**src/shared/spi_pkg.sv**
```systemverilog
package spi_pkg;
    // Register indices; byte address is index times four
    localparam logic [7:0] IDX_CONTROL_ONE = 8'h00;
    localparam logic [7:0] IDX_CONTROL_TWO = 8'h01;
    localparam logic [7:0] IDX_STATUS = 8'h03;
    localparam logic [7:0] IDX_DATA_HIGH = 8'h04;
    localparam logic [7:0] IDX_DATA_LOW = 8'h05;
    localparam logic [7:0] IDX_DATA_WORD = 8'h06;
    // Address slicing of the index
    localparam int unsigned IDX_LSB = 2;
    localparam int unsigned IDX_W = 8;
    localparam int unsigned DECODE_TOP = IDX_LSB + IDX_W;
    // Status bit positions
    localparam int unsigned ST_RX_BIT = 7;
    localparam int unsigned ST_TX_BIT = 5;
    localparam int unsigned ST_MF_BIT = 4;
    // Control one bit positions
    localparam int unsigned C1_IE_BIT = 7;
    localparam int unsigned C1_EN_BIT = 6;
    localparam int unsigned C1_MASTER_BIT = 4;
    // Control two bit positions
    localparam int unsigned C2_WIDTH_BIT = 6;
    localparam int unsigned C2_FDE_BIT = 4;
    // Widths
    localparam int unsigned BYTE_W = 8;
    localparam int unsigned DATA_W = 16;
    localparam int unsigned PIN_N = 4;
    localparam int unsigned CNT_W = 5;
    localparam int unsigned DIV_W = 16;
    // Reset values
    localparam logic [7:0] CONTROL_ONE_RST = 8'h00;
    localparam logic [7:0] CONTROL_TWO_RST = 8'h00;
    localparam logic [15:0] DATA_RST = 16'h0000;
    localparam logic [3:0] PIN_IDLE = 4'h8;
    // Pin positions inside the synchroniser vector
    localparam int unsigned PIN_SCK = 0;
    localparam int unsigned PIN_MOSI = 1;
    localparam int unsigned PIN_MISO = 2;
    localparam int unsigned PIN_SS = 3;
    // Bits per frame
    localparam logic [4:0] BITS_NARROW = 5'h08;
    localparam logic [4:0] BITS_WIDE = 5'h10;
    // Bus clock and default serial clock half period in bus cycles
    localparam int unsigned CLK_PERIOD_NS = 25;
    localparam int unsigned SCK_HALF_DEFAULT = 4;
    // Shifter states
    typedef enum logic {
        SH_IDLE = 1'b0,
        SH_RUN = 1'b1
    } shift_state_t;
endpackage : spi_pkg

```
**src/shared/shift_if.sv**
```systemverilog
`timescale 1ns/1ps
`default_nettype none
// Link between the register block and the shift engine
interface shift_if #(
    parameter int unsigned DATA_W = 16
);
    logic load; // Start a frame with load_data
    logic abort; // Force the engine idle
    logic wide; // Sixteen bit frame when high
    logic sample_en; // Latch the serial input
    logic shift_en; // Shift the latched bit in
    logic sin; // Serial input bit
    logic sout; // Serial output bit
    logic done; // One cycle pulse at frame end
    logic busy; // Frame in progress
    logic [DATA_W-1:0] load_data; // Word to send
    logic [DATA_W-1:0] rx_word; // Word received
    modport ctrl (
        output load, abort, wide, sample_en, shift_en, sin, load_data,
        input sout, done, busy, rx_word
    );
    modport engine (
        input load, abort, wide, sample_en, shift_en, sin, load_data,
        output sout, done, busy, rx_word
    );
endinterface : shift_if
`default_nettype wire

```
**src/spi_shifter.sv**
```systemverilog
`timescale 1ns/1ps
`default_nettype none
// Shift engine: loads a word, samples and shifts on enables, reports a frame
module spi_shifter (
    input wire logic clk,
    input wire logic rst_n,
    shift_if.engine sh
);
    spi_pkg::shift_state_t state_ff, nxt_state; // Engine state
    logic [spi_pkg::DATA_W-1:0] sreg_ff, nxt_sreg; // Shift register
    logic [spi_pkg::DATA_W-1:0] rx_ff, nxt_rx; // Captured frame
    logic [spi_pkg::CNT_W-1:0] cnt_ff, nxt_cnt; // Bits shifted so far
    logic bit_ff, nxt_bit; // Latched input bit
    logic done_ff, nxt_done; // Frame end pulse
    logic [spi_pkg::CNT_W-1:0] nbits; // Frame length
    logic [spi_pkg::DATA_W-1:0] shifted; // Register after one shift

    // Next state of the engine
    always_comb begin
        nbits = sh.wide ? spi_pkg::BITS_WIDE : spi_pkg::BITS_NARROW;
        // A bit latched in the shift cycle itself goes straight in
        shifted = {sreg_ff[spi_pkg::DATA_W-2:0], sh.sample_en ? sh.sin : bit_ff};
        nxt_state = state_ff;
        nxt_sreg = sreg_ff;
        nxt_rx = rx_ff;
        nxt_cnt = cnt_ff;
        nxt_bit = bit_ff;
        nxt_done = 1'b0;
        unique case (state_ff)
            spi_pkg::SH_IDLE: begin
                // New frame
                if (sh.load && !sh.abort) begin
                    nxt_sreg = sh.load_data;
                    nxt_cnt = '0;
                    nxt_state = spi_pkg::SH_RUN;
                end
            end
            spi_pkg::SH_RUN: begin
                if (sh.abort) begin
                    // Aborted frames raise no done and leave rx_word alone; shift register and count keep their values
                    nxt_state = spi_pkg::SH_IDLE;
                end else begin
                    // Latch on the first edge of each bit
                    if (sh.sample_en) begin
                        nxt_bit = sh.sin;
                    end
                    // Shift on the second edge, count bits
                    if (sh.shift_en) begin
                        nxt_sreg = shifted;
                        nxt_cnt = cnt_ff + 5'h01;
                        if (nxt_cnt == nbits) begin
                            nxt_state = spi_pkg::SH_IDLE;
                            nxt_done = 1'b1;
                            nxt_rx = sh.wide ? shifted : {8'h00, shifted[spi_pkg::BYTE_W-1:0]};
                        end
                    end
                end
            end
        endcase
    end

    // Engine registers
    always_ff @(posedge clk or negedge rst_n) begin
        if (!rst_n) begin
            state_ff <= spi_pkg::SH_IDLE;
            sreg_ff <= spi_pkg::DATA_RST;
            rx_ff <= spi_pkg::DATA_RST;
            cnt_ff <= '0;
            bit_ff <= 1'b0;
            done_ff <= 1'b0;
        end else begin
            state_ff <= nxt_state;
            sreg_ff <= nxt_sreg;
            rx_ff <= nxt_rx;
            cnt_ff <= nxt_cnt;
            bit_ff <= nxt_bit;
            done_ff <= nxt_done;
        end
    end

    // Busy covers the done cycle so no new frame races the capture
    assign sh.busy = (state_ff == spi_pkg::SH_RUN) || done_ff;
    assign sh.done = done_ff;
    assign sh.rx_word = rx_ff;
    assign sh.sout = sh.wide ? sreg_ff[spi_pkg::DATA_W-1] : sreg_ff[spi_pkg::BYTE_W-1];
endmodule : spi_shifter
`default_nettype wire

```
**src/spi_status_data.sv**
```systemverilog
// Overview of operation
// - Receive flag sets when data reaches register
// - Transmit empty flag mirrors transmit register state
// - Master slave-select low with detection sets fault
// - Status read then control one write clears fault
// - Status readable anytime, writes to it ignored
// - Status read then low byte read clears receive
// - High byte reads never touch receive flag
// - Status read then low write clears empty
// - Data writes while not empty are dropped
// - High byte writes never touch empty flag
// - One address: receive on read, transmit write
// - Master sends queued data right after previous
// - Frame end with flag clear copies, sets flag
// - Second value waits until next frame starts
// - Service while waiting moves value, flag stays
// - Third frame start discards the waiting value
// - Frame length follows the width select bit
// - Fault with interrupt enable raises request
//
// The APB register port is this design's own decision.
`timescale 1ns/1ps
`default_nettype none
module spi_status_data #(
    parameter int unsigned ADDR_W = 12,
    parameter int unsigned SCK_HALF = spi_pkg::SCK_HALF_DEFAULT
) (
    input wire logic pclk,
    input wire logic presetn,
    input wire logic psel,
    input wire logic penable,
    input wire logic pwrite,
    input wire logic [ADDR_W-1:0] paddr,
    input wire logic [31:0] pwdata,
    output logic [31:0] prdata,
    output logic pready,
    output logic pslverr,
    input wire logic sck_i,
    input wire logic mosi_i,
    input wire logic miso_i,
    input wire logic ss_n_i,
    output logic sck_o,
    output logic sck_oe,
    output logic mosi_o,
    output logic mosi_oe,
    output logic miso_o,
    output logic miso_oe,
    output logic ss_n_o,
    output logic ss_n_oe,
    output logic irq
);
    shift_if #(.DATA_W(spi_pkg::DATA_W)) sh (); // Link to the shift engine

    // Pin synchroniser, three stages and a filter
    logic [spi_pkg::PIN_N-1:0] pin_s1_ff, nxt_pin_s1;
    logic [spi_pkg::PIN_N-1:0] pin_s2_ff, nxt_pin_s2;
    logic [spi_pkg::PIN_N-1:0] pin_s3_ff, nxt_pin_s3;
    logic [spi_pkg::PIN_N-1:0] pin_flt_ff, nxt_pin_flt; // Accepted pin levels
    logic [spi_pkg::PIN_N-1:0] pin_prev_ff, nxt_pin_prev; // Previous accepted levels

    // Register state
    logic [7:0] ctrl1_ff, nxt_ctrl1; // Control one
    logic [7:0] ctrl2_ff, nxt_ctrl2; // Control two
    logic [15:0] rx_data_ff, nxt_rx_data; // Receive data register
    logic [15:0] pend_data_ff, nxt_pend_data; // Waiting second value
    logic [15:0] tx_data_ff, nxt_tx_data; // Transmit data register
    logic rx_flag_ff, nxt_rx_flag; // Receive complete
    logic rx_arm_ff, nxt_rx_arm; // Status read saw receive flag
    logic pend_ff, nxt_pend; // Waiting value is valid
    logic tx_empty_ff, nxt_tx_empty; // Transmit register empty
    logic tx_arm_ff, nxt_tx_arm; // Status read saw empty flag
    logic mf_flag_ff, nxt_mf_flag; // Mode fault
    logic mf_arm_ff, nxt_mf_arm; // Status read saw fault flag
    logic irq_ff, nxt_irq; // Interrupt request
    logic [31:0] prdata_ff, nxt_prdata; // Read data captured in setup

    // Serial clock generator
    logic [spi_pkg::DIV_W-1:0] div_ff, nxt_div;
    logic sck_ff, nxt_sck;

    // Decode and strobes
    logic [spi_pkg::IDX_W-1:0] idx; // Register index
    logic mapped; // Address hits a register
    logic setup_ph; // APB setup cycle
    logic access_ph; // APB access cycle, always ready
    logic rd_status, rd_low, wr_c1, wr_c2, wr_high, wr_low, is_word;
    logic [31:0] rd_value; // Value for the current address
    logic [7:0] status_val; // Status byte
    logic enabled, master, wide, fault_det, ie;
    logic ss_low; // Accepted slave-select level is low
    logic sck_rise, sck_fall; // Accepted serial clock edges
    logic half_end; // Divider reached half period
    logic mf_event; // Mode fault condition this cycle
    logic start; // A new frame starts this cycle
    logic service; // Receive flag serviced this cycle

    // Configuration fields
    assign enabled = ctrl1_ff[spi_pkg::C1_EN_BIT];
    assign master = ctrl1_ff[spi_pkg::C1_MASTER_BIT];
    assign ie = ctrl1_ff[spi_pkg::C1_IE_BIT];
    assign wide = ctrl2_ff[spi_pkg::C2_WIDTH_BIT];
    assign fault_det = ctrl2_ff[spi_pkg::C2_FDE_BIT];
    assign ss_low = !pin_flt_ff[spi_pkg::PIN_SS];

    // Synchroniser next values; stage one feeds only stage two
    always_comb begin
        nxt_pin_s1 = {ss_n_i, miso_i, mosi_i, sck_i};
        nxt_pin_s2 = pin_s1_ff;
        nxt_pin_s3 = pin_s2_ff;
        nxt_pin_prev = pin_flt_ff;
        for (int i = 0; i < spi_pkg::PIN_N; i++) begin
            // Accept a change once stages two and three agree
            nxt_pin_flt[i] = (pin_s2_ff[i] == pin_s3_ff[i]) ? pin_s3_ff[i] : pin_flt_ff[i];
        end
    end

    // Synchroniser registers
    always_ff @(posedge pclk or negedge presetn) begin
        if (!presetn) begin
            pin_s1_ff <= spi_pkg::PIN_IDLE;
            pin_s2_ff <= spi_pkg::PIN_IDLE;
            pin_s3_ff <= spi_pkg::PIN_IDLE;
            pin_flt_ff <= spi_pkg::PIN_IDLE;
            pin_prev_ff <= spi_pkg::PIN_IDLE;
        end else begin
            pin_s1_ff <= nxt_pin_s1;
            pin_s2_ff <= nxt_pin_s2;
            pin_s3_ff <= nxt_pin_s3;
            pin_flt_ff <= nxt_pin_flt;
            pin_prev_ff <= nxt_pin_prev;
        end
    end

    // APB decode; zero wait states, read data captured in setup
    always_comb begin
        idx = paddr[spi_pkg::IDX_LSB +: spi_pkg::IDX_W];
        setup_ph = psel && !penable;
        access_ph = psel && penable;
        mapped = (paddr[spi_pkg::IDX_LSB-1:0] == '0) && (paddr[ADDR_W-1:spi_pkg::DECODE_TOP] == '0) &&
                 (idx == spi_pkg::IDX_CONTROL_ONE || idx == spi_pkg::IDX_CONTROL_TWO ||
                  idx == spi_pkg::IDX_STATUS || idx == spi_pkg::IDX_DATA_HIGH ||
                  idx == spi_pkg::IDX_DATA_LOW || idx == spi_pkg::IDX_DATA_WORD);
        is_word = (idx == spi_pkg::IDX_DATA_WORD);
        rd_status = access_ph && mapped && !pwrite && (idx == spi_pkg::IDX_STATUS);
        // Low byte and word reads count as low reads; high reads do nothing
        rd_low = access_ph && mapped && !pwrite && (idx == spi_pkg::IDX_DATA_LOW || is_word);
        wr_c1 = access_ph && mapped && pwrite && (idx == spi_pkg::IDX_CONTROL_ONE);
        wr_c2 = access_ph && mapped && pwrite && (idx == spi_pkg::IDX_CONTROL_TWO);
        wr_high = access_ph && mapped && pwrite && (idx == spi_pkg::IDX_DATA_HIGH || is_word);
        wr_low = access_ph && mapped && pwrite && (idx == spi_pkg::IDX_DATA_LOW || is_word);
        status_val = '0;
        status_val[spi_pkg::ST_RX_BIT] = rx_flag_ff;
        status_val[spi_pkg::ST_TX_BIT] = tx_empty_ff;
        status_val[spi_pkg::ST_MF_BIT] = mf_flag_ff;
        rd_value = '0;
        if (mapped) begin
            unique case (idx)
                spi_pkg::IDX_CONTROL_ONE: rd_value[7:0] = ctrl1_ff;
                spi_pkg::IDX_CONTROL_TWO: rd_value[7:0] = ctrl2_ff;
                spi_pkg::IDX_STATUS: rd_value[7:0] = status_val;
                // Data address reads the receive side
                spi_pkg::IDX_DATA_HIGH: rd_value[7:0] = rx_data_ff[15:8];
                spi_pkg::IDX_DATA_LOW: rd_value[7:0] = rx_data_ff[7:0];
                default: rd_value[15:0] = rx_data_ff;
            endcase
        end
        nxt_prdata = setup_ph && !pwrite ? rd_value : prdata_ff;
    end

    // Divider for the master serial clock, idle low
    always_comb begin
        half_end = (div_ff == spi_pkg::DIV_W'(SCK_HALF - 1));
        nxt_div = div_ff;
        nxt_sck = sck_ff;
        if (!sh.busy || !master || start) begin
            nxt_div = '0;
            nxt_sck = 1'b0;
        end else if (half_end) begin
            nxt_div = '0;
            nxt_sck = !sck_ff;
        end else begin
            nxt_div = div_ff + 16'h0001;
        end
    end

    // Link control toward the shift engine
    always_comb begin
        // Mode fault while master with detection on
        mf_event = enabled && master && fault_det && ss_low;
        // Master starts as soon as the engine is free and data waits
        start = (enabled && master && !sh.busy && !tx_empty_ff && !mf_event) ||
                (enabled && !master && pin_prev_ff[spi_pkg::PIN_SS] && ss_low);
        if (master) begin
            sck_rise = sh.busy && half_end && sck_ff; // Latch late, the input path lags four cycles
            sck_fall = sh.busy && half_end && sck_ff;
        end else begin
            sck_rise = ss_low && pin_flt_ff[spi_pkg::PIN_SCK] && !pin_prev_ff[spi_pkg::PIN_SCK];
            sck_fall = ss_low && !pin_flt_ff[spi_pkg::PIN_SCK] && pin_prev_ff[spi_pkg::PIN_SCK];
        end
    end

    assign sh.load = start;
    assign sh.load_data = tx_data_ff;
    assign sh.abort = !enabled || mf_event || (!master && !ss_low);
    assign sh.wide = wide;
    assign sh.sample_en = sck_rise;
    assign sh.shift_en = sck_fall;
    assign sh.sin = master ? pin_flt_ff[spi_pkg::PIN_MISO] : pin_flt_ff[spi_pkg::PIN_MOSI];

    // Flags, data buffers and control next values
    always_comb begin
        nxt_ctrl1 = wr_c1 ? pwdata[7:0] : ctrl1_ff;
        nxt_ctrl2 = wr_c2 ? pwdata[7:0] : ctrl2_ff;
        nxt_rx_flag = rx_flag_ff;
        nxt_rx_data = rx_data_ff;
        nxt_rx_arm = rx_arm_ff;
        nxt_pend = pend_ff;
        nxt_pend_data = pend_data_ff;
        nxt_tx_data = tx_data_ff;
        nxt_tx_empty = tx_empty_ff;
        nxt_tx_arm = tx_arm_ff;
        nxt_mf_flag = mf_flag_ff;
        nxt_mf_arm = mf_arm_ff;
        // A status read arms each clear by the value it returned
        if (rd_status) begin
            nxt_rx_arm = prdata_ff[spi_pkg::ST_RX_BIT];
            nxt_tx_arm = prdata_ff[spi_pkg::ST_TX_BIT];
            nxt_mf_arm = prdata_ff[spi_pkg::ST_MF_BIT];
        end
        // Receive service: low read after an armed status read
        service = rd_low && rx_arm_ff;
        if (service) begin
            nxt_rx_arm = 1'b0;
            if (pend_ff) begin
                // Waiting value moves up, flag stays set
                nxt_rx_data = pend_data_ff;
                nxt_pend = 1'b0;
            end else begin
                nxt_rx_flag = 1'b0;
            end
        end else if (start && pend_ff) begin
            // Next frame began before service, value is lost
            nxt_pend = 1'b0;
        end
        // Frame end; a clear in the same cycle loses to the set
        if (sh.done) begin
            if (!nxt_rx_flag) begin
                nxt_rx_data = sh.rx_word;
                nxt_rx_flag = 1'b1;
            end else begin
                // Register untouched, value kept aside
                nxt_pend = 1'b1;
                nxt_pend_data = sh.rx_word;
            end
        end
        // High byte staging, only while empty; flag untouched
        if (wr_high && tx_empty_ff) begin
            nxt_tx_data[15:8] = is_word ? pwdata[15:8] : pwdata[7:0];
        end
        // Low byte write after an armed status read queues data
        if (wr_low && tx_empty_ff && tx_arm_ff) begin
            nxt_tx_data[7:0] = pwdata[7:0];
            nxt_tx_empty = 1'b0;
            nxt_tx_arm = 1'b0;
        end
        // Data moved into the shift register empties the queue
        if (start && !tx_empty_ff) begin
            nxt_tx_empty = 1'b1;
        end
        // Fault clear by control one write, set wins
        if (wr_c1 && mf_arm_ff) begin
            nxt_mf_flag = 1'b0;
            nxt_mf_arm = 1'b0;
        end
        if (mf_event) begin
            nxt_mf_flag = 1'b1;
        end
        // Interrupt request from any flag under enable
        nxt_irq = ie && (rx_flag_ff || tx_empty_ff || mf_flag_ff);
    end

    // Register state, divider and read data
    always_ff @(posedge pclk or negedge presetn) begin
        if (!presetn) begin
            ctrl1_ff <= spi_pkg::CONTROL_ONE_RST;
            ctrl2_ff <= spi_pkg::CONTROL_TWO_RST;
            rx_data_ff <= spi_pkg::DATA_RST;
            pend_data_ff <= spi_pkg::DATA_RST;
            tx_data_ff <= spi_pkg::DATA_RST;
            rx_flag_ff <= 1'b0;
            rx_arm_ff <= 1'b0;
            pend_ff <= 1'b0;
            tx_empty_ff <= 1'b1;
            tx_arm_ff <= 1'b0;
            mf_flag_ff <= 1'b0;
            mf_arm_ff <= 1'b0;
            irq_ff <= 1'b0;
            prdata_ff <= '0;
            div_ff <= '0;
            sck_ff <= 1'b0;
        end else begin
            ctrl1_ff <= nxt_ctrl1;
            ctrl2_ff <= nxt_ctrl2;
            rx_data_ff <= nxt_rx_data;
            pend_data_ff <= nxt_pend_data;
            tx_data_ff <= nxt_tx_data;
            rx_flag_ff <= nxt_rx_flag;
            rx_arm_ff <= nxt_rx_arm;
            pend_ff <= nxt_pend;
            tx_empty_ff <= nxt_tx_empty;
            tx_arm_ff <= nxt_tx_arm;
            mf_flag_ff <= nxt_mf_flag;
            mf_arm_ff <= nxt_mf_arm;
            irq_ff <= nxt_irq;
            prdata_ff <= nxt_prdata;
            div_ff <= nxt_div;
            sck_ff <= nxt_sck;
        end
    end

    // Shift engine
    spi_shifter u_shifter (
        .clk(pclk),
        .rst_n(presetn),
        .sh(sh.engine)
    );

    // Bus answers
    assign prdata = prdata_ff;
    assign pready = 1'b1;
    assign pslverr = access_ph && !mapped;

    // Pins: master drives clock and data out; slave drives data only when selected
    assign sck_o = sck_ff;
    assign sck_oe = enabled && master;
    assign mosi_o = sh.sout;
    assign mosi_oe = enabled && master;
    assign miso_o = sh.sout;
    assign miso_oe = enabled && !master && ss_low;
    // Slave-select is an output only when fault detection is off
    assign ss_n_o = !sh.busy;
    assign ss_n_oe = enabled && master && !fault_det;
    assign irq = irq_ff;
endmodule : spi_status_data
`default_nettype wire

```
**config.mk**
```make
export PLATFORM = sky130hd
export DESIGN_NAME = spi_status_data
export DESIGN_NICKNAME = d
export VERILOG_FILES = /design/src/shared/spi_pkg.sv /design/src/shared/shift_if.sv /design/src/spi_shifter.sv /design/src/spi_status_data.sv
export SDC_FILE = /design/constraint.sdc
export NUM_CORES = 1
export LEC_CHECK = 0
export BUFFER_PORTS_ARGS = -buffer_cell sky130_fd_sc_hd__buf_4
export CORE_MARGIN = 10
export CORE_UTILIZATION = 55
export CTS_CLUSTER_SIZE = 30
export DETAILED_ROUTE_END_ITERATION = 16
export PLACE_DENSITY = 0.82
export SETUP_SLACK_MARGIN = 0.3
export SLEW_MARGIN = 25
export SYNTH_ARGS = -nofsm -noshare
export SYNTH_HDL_FRONTEND = slang
export SYNTH_HIERARCHICAL = 1
export SYNTH_SLANG_ARGS = --single-unit
```
**constraint.sdc**
```tcl
create_clock -name pclk -period 3.8 [get_ports pclk]
set_clock_uncertainty 0.2 [all_clocks]
set_input_delay 0.38 -clock pclk [delete_from_list [all_inputs] [get_ports pclk]]
set_output_delay 0.38 -clock pclk [all_outputs]
set_load 0.03 [all_outputs]
```
-- After elaboration in Yosys (flattened, before gate mapping)
Cells that the tools add are included.
- flip-flop bits (word level): 165
- bits of input ports: 53
- output and inout port bits: 43
- add/sub/neg operators: 2
- equality and inequality tests: 14
- mux-type cells: 53
- bitwise operators: 2
- reduce and logical (&&, ||, !) cells: 85
- operators with widths (kind ; count):
    $mux 16 ; 11
    $logic_and 1x1->1 ; 42
    $mux 1 ; 32
    $pmux 16 s2 ; 1
    $pmux 8 s4 ; 1
    $eq 8x3->1 const B ; 3
    $mux 5 ; 4
    $add 16x1->16 const B ; 1
    $eq 16x2->1 const B ; 1
    $mux 8 ; 2
    $logic_or 1x1->1 ; 15
    $logic_not 1->1 ; 14
    $reduce_bool 2->1 ; 6
    $pmux 5 s2 ; 1
    $eq 8x1->1 const B ; 1
    $eq 8x2->1 const B ; 1
    $logic_not 8->1 ; 1
    $add 5x1->5 const B ; 1
    $eq 5x5->1 ; 1
    $reduce_or 5->1 ; 1
    $eq 1x1->1 ; 4
    $logic_not 2->1 ; 2
    $ne 2x2->1 const B ; 2
    $reduce_and 2->1 ; 2
    5 further kinds ; 6

-- Depth between registers and ports, before layout
- depth in word-level cells: 14
- gate-level depth with buffers: 13

-- Hierarchy
The synthesis kept the hierarchy.
- modules (own cells, without submodules) (module ; instances ; cells an instance ; area an instance (µm²) ; sequential area each (µm²)):
    spi_status_data ; 1 ; 491 ; 5589.1 ; 3085.5
    spi_shifter ; 1 ; 184 ; 1966.9 ; 1001.0

-- Worst setup path after synthesis
Ideal clock, no wire load.
- path type: reg-to-reg
- start: reg u_shifter.state_ff
- end: reg u_shifter.rx_ff (netlist bit u_shifter/sh.rx_word[1])
- library setup time: 0.125 ns
- arrival time: 2.695 ns
- data required time: 3.475 ns
- setup slack: 0.780 ns
- stages on the path, launching flop included: 13
- path buffers: 3
- period minus slack after synthesis: 3.020 ns
- cell sequence: dfrtp_1 buf_2 buf_1 or2_2 nand3_1 nor2_1 a31o_2 nand2b_1 or3_4 nor4_4 a21o_1 buf_6 mux2_4
- cells in the longest elaborated chain, start to end: 5
- ends and longest elaborated chain (what ; RTL line ; text):
    from (decl) ; spi_shifter.sv:9 ; spi_pkg::shift_state_t state_ff, nxt_state;
    from (signal assigned) ; spi_shifter.sv:65 ; state_ff <= spi_pkg::SH_IDLE;
    from (signal assigned) ; spi_shifter.sv:72 ; state_ff <= nxt_state;
    $logic_or 1x1->1 ; spi_shifter.sv:82 ; assign sh.busy = (state_ff == spi_pkg::SH_RUN) || done_ff;
    via sh.busy ; shift_if.sv:15 ; logic busy;
    $logic_and 1x1->1 (2 in a row) ; spi_status_data.sv:195 ; sck_fall = sh.busy && half_end && sck_ff;
    $mux 1 ; spi_status_data.sv:193 ; if (master) begin
    via sck_fall ; spi_status_data.sv:91 ; logic sck_rise, sck_fall;
    $reduce_and 4->1 (no source line) ; - ;
    to (signal assigned) ; spi_shifter.sv:67 ; rx_ff <= spi_pkg::DATA_RST;
    to (signal assigned) ; spi_shifter.sv:74 ; rx_ff <= nxt_rx;
    to (decl) ; spi_shifter.sv:11 ; logic [spi_pkg::DATA_W-1:0] rx_ff, nxt_rx;
The timed path passes the listed nets, and every way through them passes these cells.
A chain may end at the register's enable or synchronous reset.

-- Worst setup path after layout
- start: reg div_ff[12] (netlist name)
- end: reg u_shifter.rx_ff (netlist bit u_shifter/sh.rx_word[3])
- cells in the longest elaborated chain, start to end: 5
- ends and longest elaborated chain (what ; RTL line ; text):
    from (decl) ; spi_status_data.sv:78 ; logic [spi_pkg::DIV_W-1:0] div_ff, nxt_div;
    from (signal assigned) ; spi_status_data.sv:316 ; div_ff <= nxt_div;
    $eq 16x2->1 ; spi_status_data.sv:172 ; half_end = (div_ff == spi_pkg::DIV_W'(SCK_HALF - 1));
    $logic_and 1x1->1 (2 in a row) ; spi_status_data.sv:195 ;
    $mux 1 ; spi_status_data.sv:193 ;
    via sck_fall ; spi_status_data.sv:91 ;
    $reduce_and 4->1 (no source line) ; - ;
The timed path passes the listed nets, and every way through them passes these cells.

==> results.py <==
metrics = {
    "routing": {
        "num_vias": 5487,
        "wl_per_cell_um": 18.9,
        "wl_met3_um": 1430,
        "met2_length_um": 8140,
        "wl_met1_um": 7560,
        "antenna_left": 0,
        "drt_iter0_markers": 511,
        "avgViaCountPerCell": 5.92,
        "drt_pass1_iterations": 8,
        "routed_wl_um": 17500,
        "drc": 0,
        "top_layer": "met4",
    },
    "sta": {
        "setup_viol": 0,
        "hold_viol": 0,
        "setup_tns_ns": 0,
        "period_share_pct": 86.7,
        "slew_headroom_pct": 38.2,
        "max_clock_freq_mhz": 303,
        "worst_slew_pin_slew_ns": 0.928,
        "rsz0062_at_grt": "no",
        "finalCriticalPeriod_ns": 3.30,
        "maxSlewViolCount": 0,
    },
    "cts": {
        "clockRootBuffer": "clkbuf_16",
        "numCtsBuffers": 17,
        "htree_levels": 4,
        "cts_tree": "done",
        "cts_sinks": 163,
        "clkTransAtPathRegs_ns": 0.06,
        "clock_latency_ns": 0.43,
        "clk_path_buf_depth": 2,
    },
    "synthesis": {
        "ys_seq_area_share_pct": 54.1,
        "syn_inst": 675,
        "ys_async_sr_fraction_pct": 100,
        "avgSynthCellArea_um2": 11.2,
        "synth_area_mm2": 0.00756,
        "ys_warn_count": 6,
        "synth_edf_count": 0,
        "ys.flop_type": "dfrtp_1",
        "synth_seq_cells": 163,
        "synth.distinct_cells": 56,
    },
    "setup_path": {
        "crit_arrival_ns": 3.40,
        "r2r-start": "div_ff[12]",
        "critPathLaunch": "div_ff[12]",
        "worstSetupStartpointType": "register",
        "end_kind": "register",
        "cp_max_fo": 9,
        "worstPathRequired_ns": 3.91,
        "path_class": "register to register",
    },
    "floorplanning": {
        "core_area_mm2": 0.0133,
        "die_h_um": 137,
        "start_util_pct": 56.6,
        "fp.dieW_um": 137,
        "rows": 42,
        "pin_count": 96,
        "die-area_mm2": 0.0188,
    },
    "final_layout": {
        "multiInputGateArea_mm2": 0.00322,
        "layout_commonest_cell": "dfrtp_1",
        "drive_gt1_share_pct": 23.3,
        "layout_common_cells": "157 x dfrtp_1, 90 x nor2_1, 73 x buf_4",
        "n_fill_cell": 984,
        "seq_area_mm2": 0.00409,
        "syn2layout_area_growth_pct": 16.2,
        "nets": 794,
        "antennaDiodeCount": 0,
        "final_area_mm2": 0.00878,
    },
    "status": {
        "status": "completed",
    },
    "grt": {
        "grt_max_degree": 109,
        "grt_overflow": 0,
        "grtUsageTotal_pct": 19.2,
        "grt_pass1_wl_um": 28500,
        "grt_pass1_vias": 5542,
        "antenna_found_initial": 0,
    },
    "place": {
        "gp_congestion": 0.847,
        "portBuffers": 62,
        "dp_hpwl_um": 12300,
        "postPlaceCellArea_mm2": 0.00813,
    },
    "worst_hold_path": {
        "min_from": "pwdata[6]",
        "hold_path_class": "input port to register",
    },
    "pwr": {
        "cellPowerDensity_mw_per_mm2": 413,
        "power_mw": 3.63,
        "ir_drop_mv": 0.256,
        "p_leak_nw": 4.19,
    },
    "flow_run": {
        "cap_violations": 0,
    },
}
==> synth_stat cells, types with 4 or more instances <==
library cell | n | share of area, %
a21oi_1 | 46 | 3.0
a22o_1 | 10 | 1.2
and2_1 | 5 | 0.41
and3_1 | 8 | 0.66
buf_1 | 6 | 0.30
buf_4 | 19 | 1.9
clkbuf_1 | 21 | 1.0
dfrtp_1 | 157 | 52
dfstp_2 | 6 | 2.1
inv_1 | 11 | 0.55
maj3_1 | 4 | 0.53
mux2_1 | 5 | 0.75
mux2_2 | 35 | 5.2
mux2_4 | 15 | 3.0
mux2i_1 | 51 | 6.8
nand2_1 | 37 | 1.8
nand2b_1 | 5 | 0.41
nand3_1 | 11 | 0.73
nand4_1 | 10 | 0.83
nor2_1 | 90 | 4.5
nor2b_1 | 5 | 0.41
nor3_1 | 11 | 0.73
nor4_1 | 8 | 0.66
o21ai_0 | 22 | 1.5
o22ai_1 | 11 | 0.91
or3_1 | 4 | 0.33
xor2_1 | 13 | 1.5
==> area by class of cell <==
type                            count  area share, %
Clock buffer                       23           5.33
Clock inverter                      9           1.47
Inverter                           11          0.470
Multi-Input combinational cell    466           36.7
Sequential cell                   163           46.5
Tap cell                          176           2.51
Timing Repair Buffer               79           6.97
==> what timing repair did <==
item,4_1_cts,5_1_grt
hold buffers,5,0
gates resized for setup,0,2
hold endpoints to repair,107,0
setup endpoints to repair,0,7
setup buffers,0,0
==> report_power, final <==
group          switching (mW)  internal, mW  leakage (nW)  total (mW)
clock network           0.650          1.06         0.287        1.71
logic                   0.104        0.0485          1.68       0.152
registers             0.00858          1.75          2.22        1.76
==> cell families after synthesis <==
logic type	Yosys count	share of synthesized area, %
other	2	0.0994
XOR/XNOR	18	2.29
adder cells (fa/ha/maj)	7	1.03
flip-flops	163	54.1
multiplexers	106	15.7
AO/OA/AOI/OAI	113	9.44
AND/OR/NAND/NOR	205	13.2
buffers and inverters	61	4.21
==> per-layer routing <==
layer / GRT usage (%) / vias up
met5: 0 / -
met1: 25.1 / 2711
li1: - / 2498
met2: 30.4 / 243
met4: 8.02 / 0
met3: 4.37 / 35
==> critical path, stage by stage, from the launching register on <==
cell	delay, ns
dfrtp_1	0.41
nor4_1	0.41
nand4_1	0.27
nor2_1	0.22
a31o_2	0.22
nand2b_1	0.13
nor3_2	0.25
and3_1	0.40
a21o_2	0.35
mux2_4	0.33
==> through the flow <==
step / hold WS, ns / setup WS, ns / utilization [%] / instances
6_report: 0.0328 / 0.505 / 65.8 / 927
5_1_grt: 0.0266 / 0.317 / 65.8 / 927
4_1_cts: 0.00948 / 0.307 / 65.7 / 927
3_5_place_dp: 0.135 / 0.395 / 60.9 / 890
3_3_place_gp: 0.133 / 0.575 / 60.9 / 890
2_1_floorplan: -0.116 / 0.780 / - / 690
==> state kept, by name, indices dropped and copies added, names as in the netlist, 5 cells and up <==
signal and flops:
div_ff 16, pend_data_ff 16, prdata 16, rx_data_ff 16
sh.load_data 16, u_shifter/sh.rx_word 16, u_shifter/sreg_ff 16, ctrl1_ff 8
ctrl2_ff 8, u_shifter/cnt_ff 5
==> path summary, 6_finish.rpt <==
kind / end / slack [ns] / cells after the start
max: u_shifter/sh.rx_word[3] / 0.50 / 9
max reg2reg: u_shifter/sh.rx_word[3] / 0.50 / 9
min: ctrl2_ff[6] / 0.03 / 2
max in group asynchronous: nxt_pin_prev[3] / 2.14 / 3
min reg2reg: nxt_pin_s3[1] / 0.15 / 0
min in group asynchronous: pin_s3_ff[1] / 0.41 / 2
(Power assumes the default switching activity.)
